File: src/design/rtc_pkg.sv
// shared constants for the bcd time, date and alarm register block
package rtc_pkg;
  // register byte offsets
  localparam logic [7:0] TIME_OFS = 8'h00;
  localparam logic [7:0] DATE_OFS = 8'h04;
  localparam logic [7:0] ALM_TIME_OFS = 8'h08;
  localparam logic [7:0] ALM_DATE_OFS = 8'h0C;
  localparam logic [7:0] STATUS_OFS = 8'h10;
  localparam logic [7:0] CTRL_OFS = 8'h14;
  // implemented-bit masks, everything else reads zero
  localparam logic [31:0] TIME_MASK = 32'h7F7FFF00;
  localparam logic [31:0] DATE_MASK = 32'hFF1F3F07;
  localparam logic [31:0] ALM_DATE_MASK = 32'h001F3F07;
  // reset values
  localparam logic [31:0] TIME_RST = 32'h00000000;
  localparam logic [31:0] DATE_RST = 32'h00000000;
  localparam logic [31:0] ALM_TIME_RST = 32'h00000000;
  localparam logic [31:0] ALM_DATE_RST = 32'h00000000;
  localparam logic CTRL_EN_RST = 1'b0;
  // field positions: time and alarm time
  localparam int HR_TENS_LSB = 28;
  localparam int HR_UNITS_LSB = 24;
  localparam int MIN_TENS_LSB = 20;
  localparam int MIN_UNITS_LSB = 16;
  localparam int SEC_TENS_LSB = 12;
  localparam int SEC_UNITS_LSB = 8;
  // field positions: date and alarm date
  localparam int YR_TENS_LSB = 28;
  localparam int YR_UNITS_LSB = 24;
  localparam int MON_TENS_BIT = 20;
  localparam int MON_UNITS_LSB = 16;
  localparam int DAY_TENS_LSB = 12;
  localparam int DAY_UNITS_LSB = 8;
  localparam int WEEKDAY_INDEX_LSB = 0;
  // status and control bit positions
  localparam int STAT_SYNC_BIT = 0;
  localparam int STAT_ALM_PEND_BIT = 1;
  localparam int CTRL_EN_BIT = 0;
  // timing
  localparam int CLOCK_PERIOD_NS = 8;
  localparam longint SECOND_NS = 1000000000;
  localparam int TICK_CYCLES = int'(SECOND_NS / CLOCK_PERIOD_NS);
  localparam int SYNC_LEAD_NS = 256;
  localparam int SYNC_LEAD_CYCLES = (SYNC_LEAD_NS + CLOCK_PERIOD_NS - 1) / CLOCK_PERIOD_NS;
  localparam int PRESC_W = 27;
endpackage

File: src/design/rtc_bcd_time_date_alarm_regs.sv
// bcd time, date and alarm registers with a one-second calendar counter
//
// The APB interface to the registers and the register offsets were left to the implementer.
`timescale 1ns/1ps

module rtc_bcd_time_date_alarm_regs #(
  parameter int TICK_CYCLES = rtc_pkg::TICK_CYCLES
) (
  input wire logic clock,
  input wire logic rst_n,
  input wire logic clk_en,
  input wire logic psel,
  input wire logic penable,
  input wire logic pwrite,
  input wire logic [7:0] paddr,
  input wire logic [31:0] pwdata,
  output logic [31:0] prdata,
  output logic pready,
  output logic pslverr,
  output logic [31:0] time_of_day,
  output logic [31:0] calendar_date,
  output logic [31:0] alarm_time_live,
  output logic [31:0] alarm_date_live,
  output logic sync_busy,
  output logic alarm_update_pending
);

  // ****************************************
  // helper functions
  // ****************************************
  function automatic logic [6:0] bcd2bin(input logic [3:0] tens, input logic [3:0] units);
    // widen before the product: a four-bit product would wrap above 15
    bcd2bin = 7'(tens) * 7'h0A + 7'(units);
  endfunction

  function automatic logic [7:0] bin2bcd(input logic [6:0] v);
    logic [6:0] t;
    t = v / 7'h0A;
    bin2bcd = {t[3:0], 4'(v - 7'(t * 7'h0A))};
  endfunction

  function automatic logic [4:0] month_days(input logic [6:0] mon, input logic [6:0] yr);
    case (mon)
      7'h02: month_days = (yr[1:0] == 2'h0) ? 5'h1D : 5'h1C;
      7'h04, 7'h06, 7'h09, 7'h0B: month_days = 5'h1E;
      default: month_days = 5'h1F;
    endcase
  endfunction

  function automatic logic mapped(input logic [7:0] a);
    mapped = (a == rtc_pkg::TIME_OFS) || (a == rtc_pkg::DATE_OFS) ||
             (a == rtc_pkg::ALM_TIME_OFS) || (a == rtc_pkg::ALM_DATE_OFS) ||
             (a == rtc_pkg::STATUS_OFS) || (a == rtc_pkg::CTRL_OFS);
  endfunction

  // ****************************************
  // bus decode
  // ****************************************
  logic setup_ph;
  logic access_ph;
  logic wr_en;
  logic wr_time;
  logic wr_date;
  logic wr_alm_time;
  logic wr_alm_date;
  logic wr_ctrl;

  // zero wait states; a held-low clock enable stretches the access phase
  assign pready = clk_en;
  assign setup_ph = psel && !penable;
  assign access_ph = psel && penable;
  assign pslverr = access_ph && !mapped(paddr);
  assign wr_en = access_ph && pwrite && clk_en;
  assign wr_time = wr_en && (paddr == rtc_pkg::TIME_OFS);
  assign wr_date = wr_en && (paddr == rtc_pkg::DATE_OFS);
  assign wr_alm_time = wr_en && (paddr == rtc_pkg::ALM_TIME_OFS);
  assign wr_alm_date = wr_en && (paddr == rtc_pkg::ALM_DATE_OFS);
  assign wr_ctrl = wr_en && (paddr == rtc_pkg::CTRL_OFS);

  // ****************************************
  // second prescaler
  // ****************************************
  logic [rtc_pkg::PRESC_W-1:0] presc_r;
  logic ctrl_en_r;
  logic tick;

  assign tick = ctrl_en_r && (presc_r == rtc_pkg::PRESC_W'(TICK_CYCLES - 1));

  // writing the time restarts the second so the new value lasts a full second
  always_ff @(posedge clock or negedge rst_n) begin
    if (!rst_n) begin
      presc_r <= '0;
    end else if (clk_en) begin
      if (!ctrl_en_r || wr_time || tick) begin
        presc_r <= '0;
      end else begin
        presc_r <= presc_r + 1'b1;
      end
    end
  end

  always_ff @(posedge clock or negedge rst_n) begin
    if (!rst_n) begin
      ctrl_en_r <= rtc_pkg::CTRL_EN_RST;
    end else if (clk_en && wr_ctrl) begin
      ctrl_en_r <= pwdata[rtc_pkg::CTRL_EN_BIT];
    end
  end

  // ****************************************
  // calendar counting
  // ****************************************
  logic [31:0] time_r;
  logic [31:0] date_r;
  logic [31:0] time_nxt;
  logic [31:0] date_nxt;

  always_comb begin
    logic [6:0] sec;
    logic [6:0] min;
    logic [6:0] hr;
    logic [6:0] day;
    logic [6:0] mon;
    logic [6:0] yr;
    logic [2:0] wd;
    logic day_carry;
    logic [7:0] b;
    day_carry = 1'b0;
    b = 8'h00;
    sec = bcd2bin(time_r[rtc_pkg::SEC_TENS_LSB +: 4], time_r[rtc_pkg::SEC_UNITS_LSB +: 4]);
    min = bcd2bin({1'b0, time_r[rtc_pkg::MIN_TENS_LSB +: 3]},
                  time_r[rtc_pkg::MIN_UNITS_LSB +: 4]);
    hr = bcd2bin({1'b0, time_r[rtc_pkg::HR_TENS_LSB +: 3]}, time_r[rtc_pkg::HR_UNITS_LSB +: 4]);
    day = bcd2bin({2'b00, date_r[rtc_pkg::DAY_TENS_LSB +: 2]},
                  date_r[rtc_pkg::DAY_UNITS_LSB +: 4]);
    mon = bcd2bin({3'b000, date_r[rtc_pkg::MON_TENS_BIT]}, date_r[rtc_pkg::MON_UNITS_LSB +: 4]);
    yr = bcd2bin(date_r[rtc_pkg::YR_TENS_LSB +: 4], date_r[rtc_pkg::YR_UNITS_LSB +: 4]);
    wd = date_r[rtc_pkg::WEEKDAY_INDEX_LSB +: 3];
    // fields whose value after bcd2bin exceeds the top value are caught by these >= compares and wrap like the top value
    if (sec >= 7'd59) begin
      sec = 7'd0;
      if (min >= 7'd59) begin
        min = 7'd0;
        if (hr >= 7'd23) begin
          hr = 7'd0;
          day_carry = 1'b1;
        end else begin
          hr = hr + 7'd1;
        end
      end else begin
        min = min + 7'd1;
      end
    end else begin
      sec = sec + 7'd1;
    end
    if (day_carry) begin
      wd = (wd >= 3'd6) ? 3'd0 : wd + 3'd1;
      if (day >= 7'(month_days(mon, yr))) begin
        day = 7'd1;
        if (mon >= 7'd12) begin
          mon = 7'd1;
          yr = (yr >= 7'd99) ? 7'd0 : yr + 7'd1;
        end else begin
          mon = mon + 7'd1;
        end
      end else begin
        day = day + 7'd1;
      end
    end
    time_nxt = '0;
    b = bin2bcd(hr);
    time_nxt[rtc_pkg::HR_TENS_LSB +: 3] = b[6:4];
    time_nxt[rtc_pkg::HR_UNITS_LSB +: 4] = b[3:0];
    b = bin2bcd(min);
    time_nxt[rtc_pkg::MIN_TENS_LSB +: 3] = b[6:4];
    time_nxt[rtc_pkg::MIN_UNITS_LSB +: 4] = b[3:0];
    b = bin2bcd(sec);
    time_nxt[rtc_pkg::SEC_TENS_LSB +: 4] = b[7:4];
    time_nxt[rtc_pkg::SEC_UNITS_LSB +: 4] = b[3:0];
    date_nxt = '0;
    b = bin2bcd(yr);
    date_nxt[rtc_pkg::YR_TENS_LSB +: 4] = b[7:4];
    date_nxt[rtc_pkg::YR_UNITS_LSB +: 4] = b[3:0];
    b = bin2bcd(mon);
    date_nxt[rtc_pkg::MON_TENS_BIT] = b[4];
    date_nxt[rtc_pkg::MON_UNITS_LSB +: 4] = b[3:0];
    b = bin2bcd(day);
    date_nxt[rtc_pkg::DAY_TENS_LSB +: 2] = b[5:4];
    date_nxt[rtc_pkg::DAY_UNITS_LSB +: 4] = b[3:0];
    date_nxt[rtc_pkg::WEEKDAY_INDEX_LSB +: 3] = wd;
  end

  // software writes beat the tick so a freshly set time is not skipped
  always_ff @(posedge clock or negedge rst_n) begin
    if (!rst_n) begin
      time_r <= rtc_pkg::TIME_RST;
    end else if (clk_en) begin
      // unimplemented time bits forced to zero
      if (wr_time) begin
        time_r <= pwdata & rtc_pkg::TIME_MASK;
      end else if (tick) begin
        time_r <= time_nxt;
      end
    end
  end

  always_ff @(posedge clock or negedge rst_n) begin
    if (!rst_n) begin
      date_r <= rtc_pkg::DATE_RST;
    end else if (clk_en) begin
      // unimplemented date bits forced to zero
      if (wr_date) begin
        date_r <= pwdata & rtc_pkg::DATE_MASK;
      end else if (tick && !wr_time) begin
        date_r <= date_nxt;
      end
    end
  end

  // ****************************************
  // alarm staging
  // ****************************************
  logic [31:0] alm_time_r;
  logic [31:0] alm_date_r;
  logic [31:0] alm_time_live_r;
  logic [31:0] alm_date_live_r;
  logic alm_pend_r;

  // staged values move to the live copy on a second boundary, or at once while counting is disabled, so the
  // downstream matcher never sees a half-written alarm
  always_ff @(posedge clock or negedge rst_n) begin
    if (!rst_n) begin
      alm_time_r <= rtc_pkg::ALM_TIME_RST;
      alm_date_r <= rtc_pkg::ALM_DATE_RST;
    end else if (clk_en) begin
      // same mask and layout as the time register
      if (wr_alm_time) begin
        alm_time_r <= pwdata & rtc_pkg::TIME_MASK;
      end
      // year and other unused alarm date bits dropped
      if (wr_alm_date) begin
        alm_date_r <= pwdata & rtc_pkg::ALM_DATE_MASK;
      end
    end
  end

  always_ff @(posedge clock or negedge rst_n) begin
    if (!rst_n) begin
      alm_pend_r <= 1'b0;
    end else if (clk_en) begin
      // a new write sets the flag and wins over the clear
      if (wr_alm_time || wr_alm_date) begin
        alm_pend_r <= 1'b1;
      end else if (tick || !ctrl_en_r) begin
        alm_pend_r <= 1'b0;
      end
    end
  end

  always_ff @(posedge clock or negedge rst_n) begin
    if (!rst_n) begin
      alm_time_live_r <= rtc_pkg::ALM_TIME_RST;
      alm_date_live_r <= rtc_pkg::ALM_DATE_RST;
    end else if (clk_en && alm_pend_r && !wr_alm_time && !wr_alm_date &&
                 (tick || !ctrl_en_r)) begin
      alm_time_live_r <= alm_time_r;
      alm_date_live_r <= alm_date_r;
    end
  end

  // ****************************************
  // sync indication
  // ****************************************
  logic sync_r;

  // high in the last cycles before a tick and through it
  always_ff @(posedge clock or negedge rst_n) begin
    if (!rst_n) begin
      sync_r <= 1'b0;
    end else if (clk_en) begin
      sync_r <= ctrl_en_r && !wr_time && !tick &&
                (presc_r >= rtc_pkg::PRESC_W'(TICK_CYCLES - 1 - rtc_pkg::SYNC_LEAD_CYCLES - 1));
    end
  end

  // ****************************************
  // read data
  // ****************************************
  logic [31:0] prdata_r;

  // sampled in the setup cycle; access phase returns it with zero wait
  always_ff @(posedge clock or negedge rst_n) begin
    if (!rst_n) begin
      prdata_r <= '0;
    end else if (clk_en && setup_ph) begin
      case (paddr)
        rtc_pkg::TIME_OFS: prdata_r <= time_r;
        rtc_pkg::DATE_OFS: prdata_r <= date_r;
        rtc_pkg::ALM_TIME_OFS: prdata_r <= alm_time_r;
        rtc_pkg::ALM_DATE_OFS: prdata_r <= alm_date_r;
        rtc_pkg::STATUS_OFS: begin
          prdata_r <= '0;
          prdata_r[rtc_pkg::STAT_SYNC_BIT] <= sync_r;
          prdata_r[rtc_pkg::STAT_ALM_PEND_BIT] <= alm_pend_r;
        end
        rtc_pkg::CTRL_OFS: begin
          prdata_r <= '0;
          prdata_r[rtc_pkg::CTRL_EN_BIT] <= ctrl_en_r;
        end
        default: prdata_r <= '0;
      endcase
    end
  end

  assign prdata = prdata_r;
  assign time_of_day = time_r;
  assign calendar_date = date_r;
  assign alarm_time_live = alm_time_live_r;
  assign alarm_date_live = alm_date_live_r;
  assign sync_busy = sync_r;
  assign alarm_update_pending = alm_pend_r;

endmodule

File: config.mk
export PLATFORM = sky130hd
export DESIGN_NAME = rtc_bcd_time_date_alarm_regs
export DESIGN_NICKNAME = d
export VERILOG_FILES = /design/src/design/rtc_pkg.sv /design/src/design/rtc_bcd_time_date_alarm_regs.sv
export SDC_FILE = /design/constraint.sdc
export NUM_CORES = 1
export LEC_CHECK = 0
export BUFFER_PORTS_ARGS = -buffer_cell sky130_fd_sc_hd__buf_2
export CORE_ASPECT_RATIO = 0.75
export CORE_MARGIN = 2
export CORE_UTILIZATION = 30
export DETAILED_ROUTE_END_ITERATION = 10
export PLACE_DENSITY_LB_ADDON = 0.15
export SYNTH_ARGS = -nofsm -noshare
export SYNTH_HDL_FRONTEND = slang
export SYNTH_SLANG_ARGS = --single-unit
File: constraint.sdc
create_clock -name clock -period 12.2 [get_ports clock]
set_clock_uncertainty 0.15 [all_clocks]
set_input_delay 0.61 -clock clock [delete_from_list [all_inputs] [get_ports clock]]
set_output_delay 0.61 -clock clock [all_outputs]
set_load 0.005 [all_outputs]
======== After elaboration in Yosys (flattened, before gate mapping) ========
Index checks and enable logic that the tools add are counted.
cells by class
  add/subtract/negate cells ............... 20
  multiply operators ...................... 12
  divide/modulo/power cells ............... 6
  order comparisons ....................... 8
  eq/ne operators ......................... 11
  multiplexer cells ....................... 31
  reduce and logical (&&, ||, !) cells .... 50
operators with widths
  operator                                                                number
  32-bit one-hot mux with 6 select lines                                  1
  32-bit two-way mux                                                      4
  7-bit two-way mux                                                       15
  7-bit by 4-bit divider with 7-bit output (second input constant)        6
  7-bit by 3-bit multiplier with 3-bit output (second input constant)     6
  7-bit by 1-bit adder with 7-bit output (second input constant)          5
  7-bit by 4-bit adder with 7-bit output                                  4
  27-bit by 1-bit adder with 27-bit output (second input constant)        1
  27-bit == test (second input constant)                                  1
  27-bit >= comparator (second input constant)                            1
  27-bit two-way mux                                                      1
  4-bit subtractor                                                        6
  1-bit logical AND                                                       21
  8-bit by 4-bit == test with 1-bit output (second input constant)        2
  8-bit by 5-bit == test with 1-bit output (second input constant)        2
  7-bit by 6-bit >= comparator with 1-bit output (second input constant)  2
  6-bit by 3-bit == test with 1-bit output (second input constant)        2
  6-bit by 4-bit == test with 1-bit output (second input constant)        2
  3-bit by 3-bit multiplier with 6-bit output (second input constant)     2
  4-bit by 3-bit multiplier with 6-bit output (second input constant)     2
  2-bit AND reduction                                                     5
  1-bit logical OR                                                        9
  8-bit by 3-bit == test with 1-bit output (second input constant)        1
  8-bit logical NOT                                                       1
  other kinds (21)                                                        36
word-level totals
  register bits ........................... 198
  bits of input ports ..................... 46

======== Longest topological paths before layout ========
Gate-level depths: netlist of run 1.
  depth in word-level cells ............... 15
  gate-level depth with buffers ........... 33
  mapped depth without buffers ............ 33

======== Worst setup path after synthesis of run 1 ========
Ideal clock, no wire load.
  path kind ............................... reg2reg
  start ................................... register time_r[20], in the netlist time_of_day[20]
  end ..................................... register date_r[11], in the netlist calendar_date[11]
  setup time .............................. 0.076 ns
  arrival ................................. 5.891 ns
  slack ................................... 6.083 ns
  stages on the path, launching flop included .. 29
  buffers on the path ..................... 0
  clock period less this slack ............ 6.117 ns
  cells stage by stage .................... dfrtp_1 > ha_1 > inv_1 > fa_1 > nor2b_1 > a211oi_1 > o21a_1 > o211ai_1 > nor2_1 > a221oi_2 > inv_2 > ha_1 > o31a_1 > o21a_1 > ha_1 > o21ai_0 > a21oi_1 > ha_1 > nand2_1 > a221oi_1 > o21ai_0 > o32ai_2 > inv_1 > ha_1 > fa_1 > xnor2_1 > xnor2_1 > nor2_1 > o21ai_1
on the way
  word-level cells in the longest chain between the ends .. 11
ends and longest elaborated chain
  element                                             RTL line                             text
  start: declaration                                  rtc_bcd_time_date_alarm_regs.sv:113  logic [31:0] time_r;
  start signal: assignment                            rtc_bcd_time_date_alarm_regs.sv:196  time_r <= rtc_pkg::TIME_RST;
  start signal: assignment                            rtc_bcd_time_date_alarm_regs.sv:200  time_r <= pwdata & rtc_pkg::TIME_MASK;
  start signal: assignment                            rtc_bcd_time_date_alarm_regs.sv:202  time_r <= time_nxt;
  3-bit by 3-bit multiplier with 6-bit output (*)     rtc_bcd_time_date_alarm_regs.sv:33   bcd2bin = 7'(tens) * 7'h0A + 7'(units);
  7-bit by 4-bit adder with 7-bit output (*)          rtc_bcd_time_date_alarm_regs.sv:33
  7-bit by 6-bit >= comparator with 1-bit output (*)  rtc_bcd_time_date_alarm_regs.sv:142  if (min >= 7'd59) begin
  1-bit two-way mux (*)                               rtc_bcd_time_date_alarm_regs.sv:142
  1-bit two-way mux (*)                               rtc_bcd_time_date_alarm_regs.sv:140  if (sec >= 7'd59) begin
  7-bit two-way mux (*)                               rtc_bcd_time_date_alarm_regs.sv:156  if (day_carry) begin
  7-bit by 4-bit divider with 7-bit output            rtc_bcd_time_date_alarm_regs.sv:38   t = v / 7'h0A;
  7-bit by 3-bit multiplier with 3-bit output         rtc_bcd_time_date_alarm_regs.sv:39   bin2bcd = {t[3:0], 4'(v - 7'(t * 7'h0A))};
  4-bit subtractor (*)                                rtc_bcd_time_date_alarm_regs.sv:39
  32-bit two-way mux (*)                              rtc_bcd_time_date_alarm_regs.sv:214  end else if (tick && !wr_time) begin
  32-bit two-way mux (*)                              rtc_bcd_time_date_alarm_regs.sv:212  if (wr_date) begin
  end signal: assignment                              rtc_bcd_time_date_alarm_regs.sv:209  date_r <= rtc_pkg::DATE_RST;
  end signal: assignment                              rtc_bcd_time_date_alarm_regs.sv:213  date_r <= pwdata & rtc_pkg::DATE_MASK;
  end signal: assignment                              rtc_bcd_time_date_alarm_regs.sv:215  date_r <= date_nxt;
  end: declaration                                    rtc_bcd_time_date_alarm_regs.sv:114  logic [31:0] date_r;
Every way passes the cells marked *; elsewhere a longest branch is shown, timed or not. The select of a mux whose other input is x is not followed.
A chain may end at the register's enable or synchronous reset.

======== Worst setup path in the final report of run 1 ========
  start ................................... register time_r[28], in the netlist time_of_day[28]
  end ..................................... register date_r[11], in the netlist calendar_date[11]
on the way
  word-level cells in the longest chain between the ends .. 12
ends and longest elaborated chain
  element                                             RTL line                             text
  3-bit by 3-bit multiplier with 6-bit output (*)     rtc_bcd_time_date_alarm_regs.sv:33
  7-bit by 4-bit adder with 7-bit output (*)          rtc_bcd_time_date_alarm_regs.sv:33
  7-bit by 5-bit >= comparator with 1-bit output (*)  rtc_bcd_time_date_alarm_regs.sv:144  if (hr >= 7'd23) begin
  1-bit two-way mux (*)                               rtc_bcd_time_date_alarm_regs.sv:144
  1-bit two-way mux (*)                               rtc_bcd_time_date_alarm_regs.sv:142
  1-bit two-way mux (*)                               rtc_bcd_time_date_alarm_regs.sv:140
  7-bit two-way mux (*)                               rtc_bcd_time_date_alarm_regs.sv:156
  7-bit by 4-bit divider with 7-bit output            rtc_bcd_time_date_alarm_regs.sv:38
  7-bit by 3-bit multiplier with 3-bit output         rtc_bcd_time_date_alarm_regs.sv:39
  4-bit subtractor (*)                                rtc_bcd_time_date_alarm_regs.sv:39
  32-bit two-way mux (*)                              rtc_bcd_time_date_alarm_regs.sv:214
  32-bit two-way mux (*)                              rtc_bcd_time_date_alarm_regs.sv:212
Marks and branches as above.

==> summary.md, run 1 <==
| Metric | Value |
|---|---|
| Minimum clock period | `7.34 ns` |
| Fmax achieved | `136 MHz` |
| Gate Count Post-Synth | `1350` |
| Setup violations, final | `0` |
| HP Class | `in2reg` |
| H-tree depth | `4` |
| Cts repair resizes | `0` |
| Avg Cell Area, Syn | `9.13 µm²` |
| Share of power burned in combinational logic | `6.8%` |
| Multi-input gate area | `7380 µm²` |
| Drt first pass iters | `5` |
| VDD IR max | `0.102 mV` |
| Max incr delay on CP | `0.62 ns` |
| Iter 0 DRT Violations | `918` |
| Vias | `10500` |
| CTS Buf Count | `17` |
| Initial antenna violation count | `0` |
| Pins Over Slew Limit | `0` |
| Initial Utilization | `30.3%` |
| CP Max Fanout | `8` |
| CP startpoint | `time_of_day[28]` |
| Worst-Skew Late Latency | `0.46 ns` |
| Worst EP arrival | `7.57 ns` |
| Die area | `42700 µm²` |
| Final hold viol count | `0` |
| Leakage power | `0.00661 µW` |
| Syn. warnings | `0` |
| Final WL | `39.8 mm` |
| Routed vias/inst | `5.21` |
| Post-synth EDFFs | `0` |
| Worst Path Class, Setup | `reg2reg` |
| Pint | `971 µW` |
| Post-layout util | `34.5%` |
| Boundary pin count | `210` |
| Crit. End Element | `flop` |
| Ant diodes | `0` |
| RSZ-0062 raised after global routing | `false` |
| Clock tree from TritonCTS | `yes` |
| MaxCap Viol Count | `0` |
| P_sw | `317 µW` |
| FP Rows | `64` |
| Actual slew at the worst max-slew pin | `1.01 ns` |
| Fill cell count | `4249` |
| Clock-pin slew on the worst setup and hold paths | `0.07 ns` |
| Post-synthesis async set-or-reset flop share | `100%` |
| First-pass GRT wire length | `61.3 mm` |
| Required @ worst endpoint | `12.43 ns` |
| Overflow after GRT | `0` |
| Nets | `1593` |
| Top Family by Delay on Critical Path | `compound AO/OA/AOI/OAI gates` |
| Critical path's slowest cell | `a221oi_2` |
| Top FF cell, synth | `dfrtp_1` |
| Number of synthesized register bits | `172` |
| WL per Instance | `19.8 µm` |
| Post-route ant nets | `0` |
| CORE AREA | `40700 µm²` |
| Synth cell types | `83` |
| Clock Tree Buf Depth | `2` |
| Mapped Area | `12300 µm²` |
| Sequential area share after synthesis | `34.9%` |
| Net Sw Frac | `24.6%` |
| Post-CTS Setup Repair Bufs | `0` |
| CP most frequent cell | `ha_1` |
| Power per cell area | `91.7 nW/µm²` |
| Flop pwr share | `44.8%` |
| Share of layout cells above drive strength 1 | `20.8%` |
| Hold Path Origin | `pwdata[21]` |
| Port Buffers | `149` |
| Overall routing resource usage | `18.7%` |
| Pin count of the biggest net entering global routing | `64` |
| Reg area | `4300 µm²` |
| Routability cong. | `0.865` |
| Residual DRC | `0` |
| Crit share post-route | `60.2%` |
| Vias in the first global route | `9925` |
| TritonCTS Sinks | `172` |
| WP buf/inv | `4` |
| Status | `completed` |
| Clock Power Share | `48.4%` |
| Clk root buf | `clkbuf_16` |
| Sum Neg Setup Slack | `0 ns` |
| Setup crit start kind | `flop` |
| Reg2reg start | `time_of_day[28]` |
| Rel. slew slack | `32.8%` |
| Die Y | `180 µm` |
| Chip Width | `238 µm` |
| Syn-to-layout area delta | `14.0%` |
| DP HPWL | `29.8 mm` |
| Total power | `1290 µW` |
[final timing paths]
kind	to	slack, ns	cells past startpoint
min in group asynchronous	presc_r[20]	0.54	2
max in group asynchronous	prdata[22]	10.19	3
worst min register to register	prdata[16]	0.33	2
worst max register to register	calendar_date[11]	4.86	29
worst max-delay path	calendar_date[11]	4.86	29
worst min-delay path	time_of_day[21]	0.23	3
[worst register-to-register path: cells and delay by family, from the launching register on]
kind                       cells  cell delay (ns)
adders and majority gates      7             2.06
and+or+nand+nor                6             1.27
buffers and inverters          4             0.32
AOI/OAI and AO/OA             10             2.59
DFF                            1             0.55
xor gates and xnor gates       2             0.35
[sequential cells by signal, summed over array words and instances, names as in the netlist]
| register | flops |
|---|---|
| prdata | 26 |
| calendar_date | 22 |
| ctrl_en_r | 1 |
| alm_time_r | 22 |
| alarm_update_pending | 1 |
| presc_r | 27 |
| sync_busy | 1 |
| alarm_date_live | 14 |
| alm_date_r | 14 |
| alarm_time_live | 22 |
| time_of_day | 22 |
[layout by cell type, fill, tap and decap left out, types with 26 or more instances in the layout]
cell type	n
dfrtp_1	172
nand2_1	153
buf_2	148
nor2_1	125
o21ai_0	88
mux2_2	75
a21oi_1	63
ha_1	63
conb_1	54
inv_1	51
xnor2_1	39
nand3_1	38
xor2_1	27
mux2i_1	26
[power groups by stage]
stage / Sequential [µW] / Clock, µW / Combinational, µW
final: 577 / 624 / 87.7
after global placement: 588 / 0 / 88.4
after floorplan: 586 / 0 / 60.7
after detailed placement: 588 / 0 / 88.2
after CTS: 577 / 644 / 88.8
after global routing: 577 / 668 / 98.6
[cell families (layout without fill, tap and decap cells)]
logic type | count (synthesis) | in the layout | share of synthesized area (%)
AND/OR/NAND/NOR | 451 | 451 | 17.2
AO/OA/AOI/OAI | 304 | 304 | 16.5
flip-flops | 172 | 172 | 34.9
buffers and inverters | 166 | 247 | 6.89
multiplexers | 112 | 112 | 11.0
adder cells (fa/ha/maj) | 76 | 76 | 8.51
XOR/XNOR | 68 | 68 | 4.95
other | 1 | 54 | 0.0304
[Yosys cell counts, types with 12 or more instances]
master    count  area share (%)
nor2_1      125             3.8
and3_1       18            0.91
mux2_2       75             6.9
a21oi_1      63             2.6
buf_4        57             3.5
o21ai_0      88             3.6
nor3_1       20            0.81
or3_1        12            0.61
fa_1         13             2.1
dfrtp_1     172              35
nand4_1      22             1.1
xnor2_1      39             2.8
o31ai_1      14            0.85
inv_1        51             1.6
nand3_1      38             1.5
nand2_1     153             4.7
ha_1         63             6.4
xor2_1       27             1.9
clkbuf_1     46             1.4
a31oi_1      17            0.86
mux2i_1      26             2.1
[routing by layer]
| layer | vias to the layer above | wire length (µm) | track usage, % |
|---|---|---|---|
| met3 | 26 | 2120 | 3.50 |
| met1 | 5192 | 20500 | 28.7 |
| met5 | - | 0 | 0 |
| li1 | 4987 | - | - |
| met4 | 0 | 475 | 4.05 |
| met2 | 278 | 16700 | 26.8 |
[final cells by class]
class	instances	share of cell area, %
Clock buffer	19	3.15
Clock inverter	13	1.50
Inverter	52	1.39
Multi-Input combinational cell	1065	52.5
Sequential cell	172	30.6
Tap cell	528	4.70
Timing Repair Buffer	163	6.13
[metrics by stage]
stage          instance area [µm²]  setup WS (ns)  hold slack [ns]  std cells
2_1_floorplan                12500           6.08            0.164       1403
3_3_place_gp                 13400           5.07            0.314       1979
3_5_place_dp                 13400           4.98            0.318       1979
4_1_cts                      14100           4.93            0.205       2012
5_1_grt                      14100           4.33            0.220       2012
6_report                     14100           4.86            0.232       2012
[repair_timing]
action                                 in CTS  in global routing
setup endpoints to repair                   0                  0
endpoints found under the hold margin      20                  0
hold buffers                                1                  0
Power figures use the tool's default switching activity.
==> inputs of run 2 (changes only) <==
ABC_AREA = 1   (was not set)
clock period = 6.7 ns   (was 12.2 ns; I/O delays follow)
==> run 2 against run 1 <==
Compared with the run above:
- combinational power grew to 7.4 times the previous value
- die area is 2.2% lower
- first-iteration DRC count is 18% lower
- core utilization is 0.46 points higher
- worst setup slack worse by 4.4 ns
- critical path depth is 9 higher
- non-clock buffer count is 5 higher
- sequential cell count stayed put
- register-to-register slack worse by 4.4 ns
- global-route usage is 0.63 points higher
==> summary.md, run 2 <==
| Metric | Value |
|---|---|
| Leading area contributor after synthesis | `dfrtp_1 (unchanged)` |
| Chip Width | `235 µm (was 238 µm)` |
| VDD IR max | `0.116 mV (was 0.102 mV)` |
| RSZ-0062 raised after global routing | `false (unchanged)` |
| Leakage power | `0.00719 µW (was 0.00661 µW)` |
| Nets | `1814 (was 1593)` |
| Clock Tree Buf Depth | `2 (unchanged)` |
| Clk root buf | `clkbuf_16 (unchanged)` |
| Syn. warnings | `0 (unchanged)` |
| Max incr delay on CP | `0.58 ns (was 0.62 ns)` |
| Commonest cells after routing, fill and taps aside | `nand2_1, inv_1, dfrtp_1, buf_2, o21ai_0 (was dfrtp_1, nand2_1, buf_2, nor2_1, o21ai_0)` |
| HP Class | `in2reg (unchanged)` |
| Gate Count Post-Synth | `1541 (was 1350)` |
| Setup crit start kind | `flop (unchanged)` |
| Post-synthesis async set-or-reset flop share | `100% (unchanged)` |
| Die Y | `178 µm (was 180 µm)` |
| Share of layout cells above drive strength 1 | `18.7% (was 20.8%)` |
| Crit. End Element | `flop (unchanged)` |
| Area contributors post-synth | `dfrtp_1, nand2_1, inv_1 (was dfrtp_1, mux2_2, ha_1)` |
| CP most frequent cell | `nand2_1 (was ha_1)` |
| CORE AREA | `39600 µm² (was 40700 µm²)` |
| Pin count of the biggest net entering global routing | `66 (was 64)` |
| Number of synthesized register bits | `172 (unchanged)` |
| Top-count cell post-synth | `nand2_1 (was dfrtp_1)` |
| CTS Buf Count | `17 (unchanged)` |
| Die area | `41800 µm² (was 42700 µm²)` |
| Syn-to-layout area delta | `14.9% (was 14.0%)` |
| Final hold viol count | `0 (unchanged)` |
| Routability cong. | `0.861 (was 0.865)` |
| Initial Utilization | `30.5% (was 30.3%)` |
| Drt first pass iters | `5 (unchanged)` |
| Synth cell types | `63 (was 83)` |
| Worst-Skew Late Latency | `0.44 ns (was 0.46 ns)` |
| Worst EP arrival | `6.45 ns (was 7.57 ns)` |
| Post-route ant nets | `0 (unchanged)` |
| WP buf/inv | `4 (unchanged)` |
| Post-CTS Setup Repair Bufs | `0 (unchanged)` |
| Vias | `10600 (was 10500)` |
| Actual slew at the worst max-slew pin | `1.08 ns (was 1.01 ns)` |
| Overall routing resource usage | `19.3% (was 18.7%)` |
| Pins Over Slew Limit | `0 (unchanged)` |
| Sum Neg Setup Slack | `0 ns (unchanged)` |
| First-pass GRT wire length | `61.0 mm (was 61.3 mm)` |
| Boundary pin count | `210 (unchanged)` |
| Final WL | `39.9 mm (was 39.8 mm)` |
| Top-area cell type share of the netlist area | `35.7% (was 34.9%)` |
| H-tree depth | `4 (unchanged)` |
| Commonest non-fill, non-tap cell in the layout | `nand2_1 (was dfrtp_1)` |
| Clock tree from TritonCTS | `yes (unchanged)` |
| Post-synth top cells | `nand2_1, inv_1, dfrtp_1, o21ai_0, nand3_1 (was dfrtp_1, nand2_1, nor2_1, o21ai_0, mux2_2)` |
| Top Family by Delay on Critical Path | `adder cells (was compound AO/OA/AOI/OAI gates)` |
| Setup violations, final | `0 (unchanged)` |
| Required @ worst endpoint | `6.88 ns (was 12.43 ns)` |
| Total power | `2780 µW (was 1290 µW)` |
| Minimum clock period | `6.27 ns (was 7.34 ns)` |
| Largest Register | `presc_r (unchanged)` |
| Critical path's slowest cell | `fa_1 (was a221oi_2)` |
| TritonCTS Sinks | `172 (unchanged)` |
| Worst Path Class, Setup | `reg2reg (unchanged)` |
| Final cell count without fillers | `2225 (was 2012)` |
| Initial antenna violation count | `0 (unchanged)` |
| Power per cell area | `201 nW/µm² (was 91.7 nW/µm²)` |
| Overflow after GRT | `0 (unchanged)` |
| Rel. slew slack | `27.8% (was 32.8%)` |
| Routed vias/inst | `4.77 (was 5.21)` |
| Placed Cells | `2190 (was 1979)` |
| Status | `completed (unchanged)` |
| FP Rows | `63 (was 64)` |
| Max reg flops | `27 (unchanged)` |
| Fmax achieved | `160 MHz (was 136 MHz)` |
| Port Buffers | `149 (unchanged)` |
| Mapped Area | `12100 µm² (was 12300 µm²)` |
| Post-synth EDFFs | `0 (unchanged)` |
| DP HPWL | `31.1 mm (was 29.8 mm)` |
| MaxCap Viol Count | `0 (unchanged)` |
| Iter 0 DRT Violations | `752 (was 918)` |
| Top FF cell, synth | `dfrtp_1 (unchanged)` |
| Residual DRC | `0 (unchanged)` |
| WL per Instance | `17.9 µm (was 19.8 µm)` |
| Sequential area share after synthesis | `35.7% (was 34.9%)` |
| Crit share post-route | `93.5% (was 60.2%)` |
| Hold WS | `0.0122 ns (was 0.232 ns)` |
| Vias in the first global route | `9876 (was 9925)` |
| CP Max Fanout | `15 (was 8)` |
| Avg Cell Area, Syn | `7.82 µm² (was 9.13 µm²)` |
| Clock-pin slew on the worst setup and hold paths | `0.07 ns (about the same)` |
| Ant diodes | `0 (unchanged)` |
-- run 2: kinds of logic (layout without fill, tap and decap cells) --
logic type      Yosys count  count (layout)  share of synthesized area (%)
compound gates          257             257                           13.2
simple gates            657             657                           25.9
xor+xnor                 23              23                           1.73
fa+ha+maj                76              76                           8.70
buf+inv                 329             440                           12.3
flops                   172             172                           35.7
other cells               1              54                         0.0311
mux                      26              26                           2.42
-- run 2: cell type report --
cell class	instances	area [µm²]
Fill cell	4236	25700
Timing Repair Buffer	168	902
Clock buffer	20	457
Tap cell	520	651
Multi-Input combinational cell	1093	6490
Sequential cell	172	4300
Inverter	240	908
Clock inverter	12	134
-- run 2: worst min-delay path, cell delays in order --
cell	delay, ns
buf_2	0.12
nand2_1	0.05
o21ai_0	0.06
-- run 2: power by group --
group / internal [µW] / switching (µW) / leakage [µW] / total, µW
Combinational: 224 / 422 / 0.00471 / 647
Sequential: 1070 / 32.0 / 0.00219 / 1100
Clock: 574 / 466 / 0.000288 / 1040
Total: 1860 / 920 / 0.00719 / 2780
-- run 2: layer usage --
metal  up-vias  part of all wire, %  track usage [%]
li1       5265                    -                -
met5         -                    0                0
met2       256                   41             27.3
met4         0                  1.5             4.80
met3        31                  5.5             3.56
met1      5063                   52             29.7
-- run 2: stage by stage --
stage	setup WS [ns]	util (%)	instance area, µm²
final	0.433	35.0	13900
after floorplan	1.08	-	12300
after global placement	0.641	33.4	13200
after global routing	0.0134	35.0	13900
after detailed placement	0.509	33.4	13200
after CTS	0.459	35.0	13800
-- run 2: worst paths after layout --
check	start	to	slack (ns)	cells past startpoint
setup / recovery	time_of_day[13]	calendar_date[11]	0.43	38
hold / removal	pwdata[0]	ctrl_en_r	0.01	3
hold reg to reg	prdata[0]	prdata[0]	0.33	2
setup reg to reg	time_of_day[13]	calendar_date[11]	0.43	38
min in group asynchronous	rst_n	alarm_date_live[1]	0.29	2
max in group asynchronous	rst_n	time_of_day[27]	4.79	3
-- run 2: what timing repair did --
item | 4_1_cts | 5_1_grt
gates resized for setup | 0 | 1
hold buffers | 3 | 0
setup endpoints to repair | 0 | 1
endpoints found under the hold margin | 59 | 0
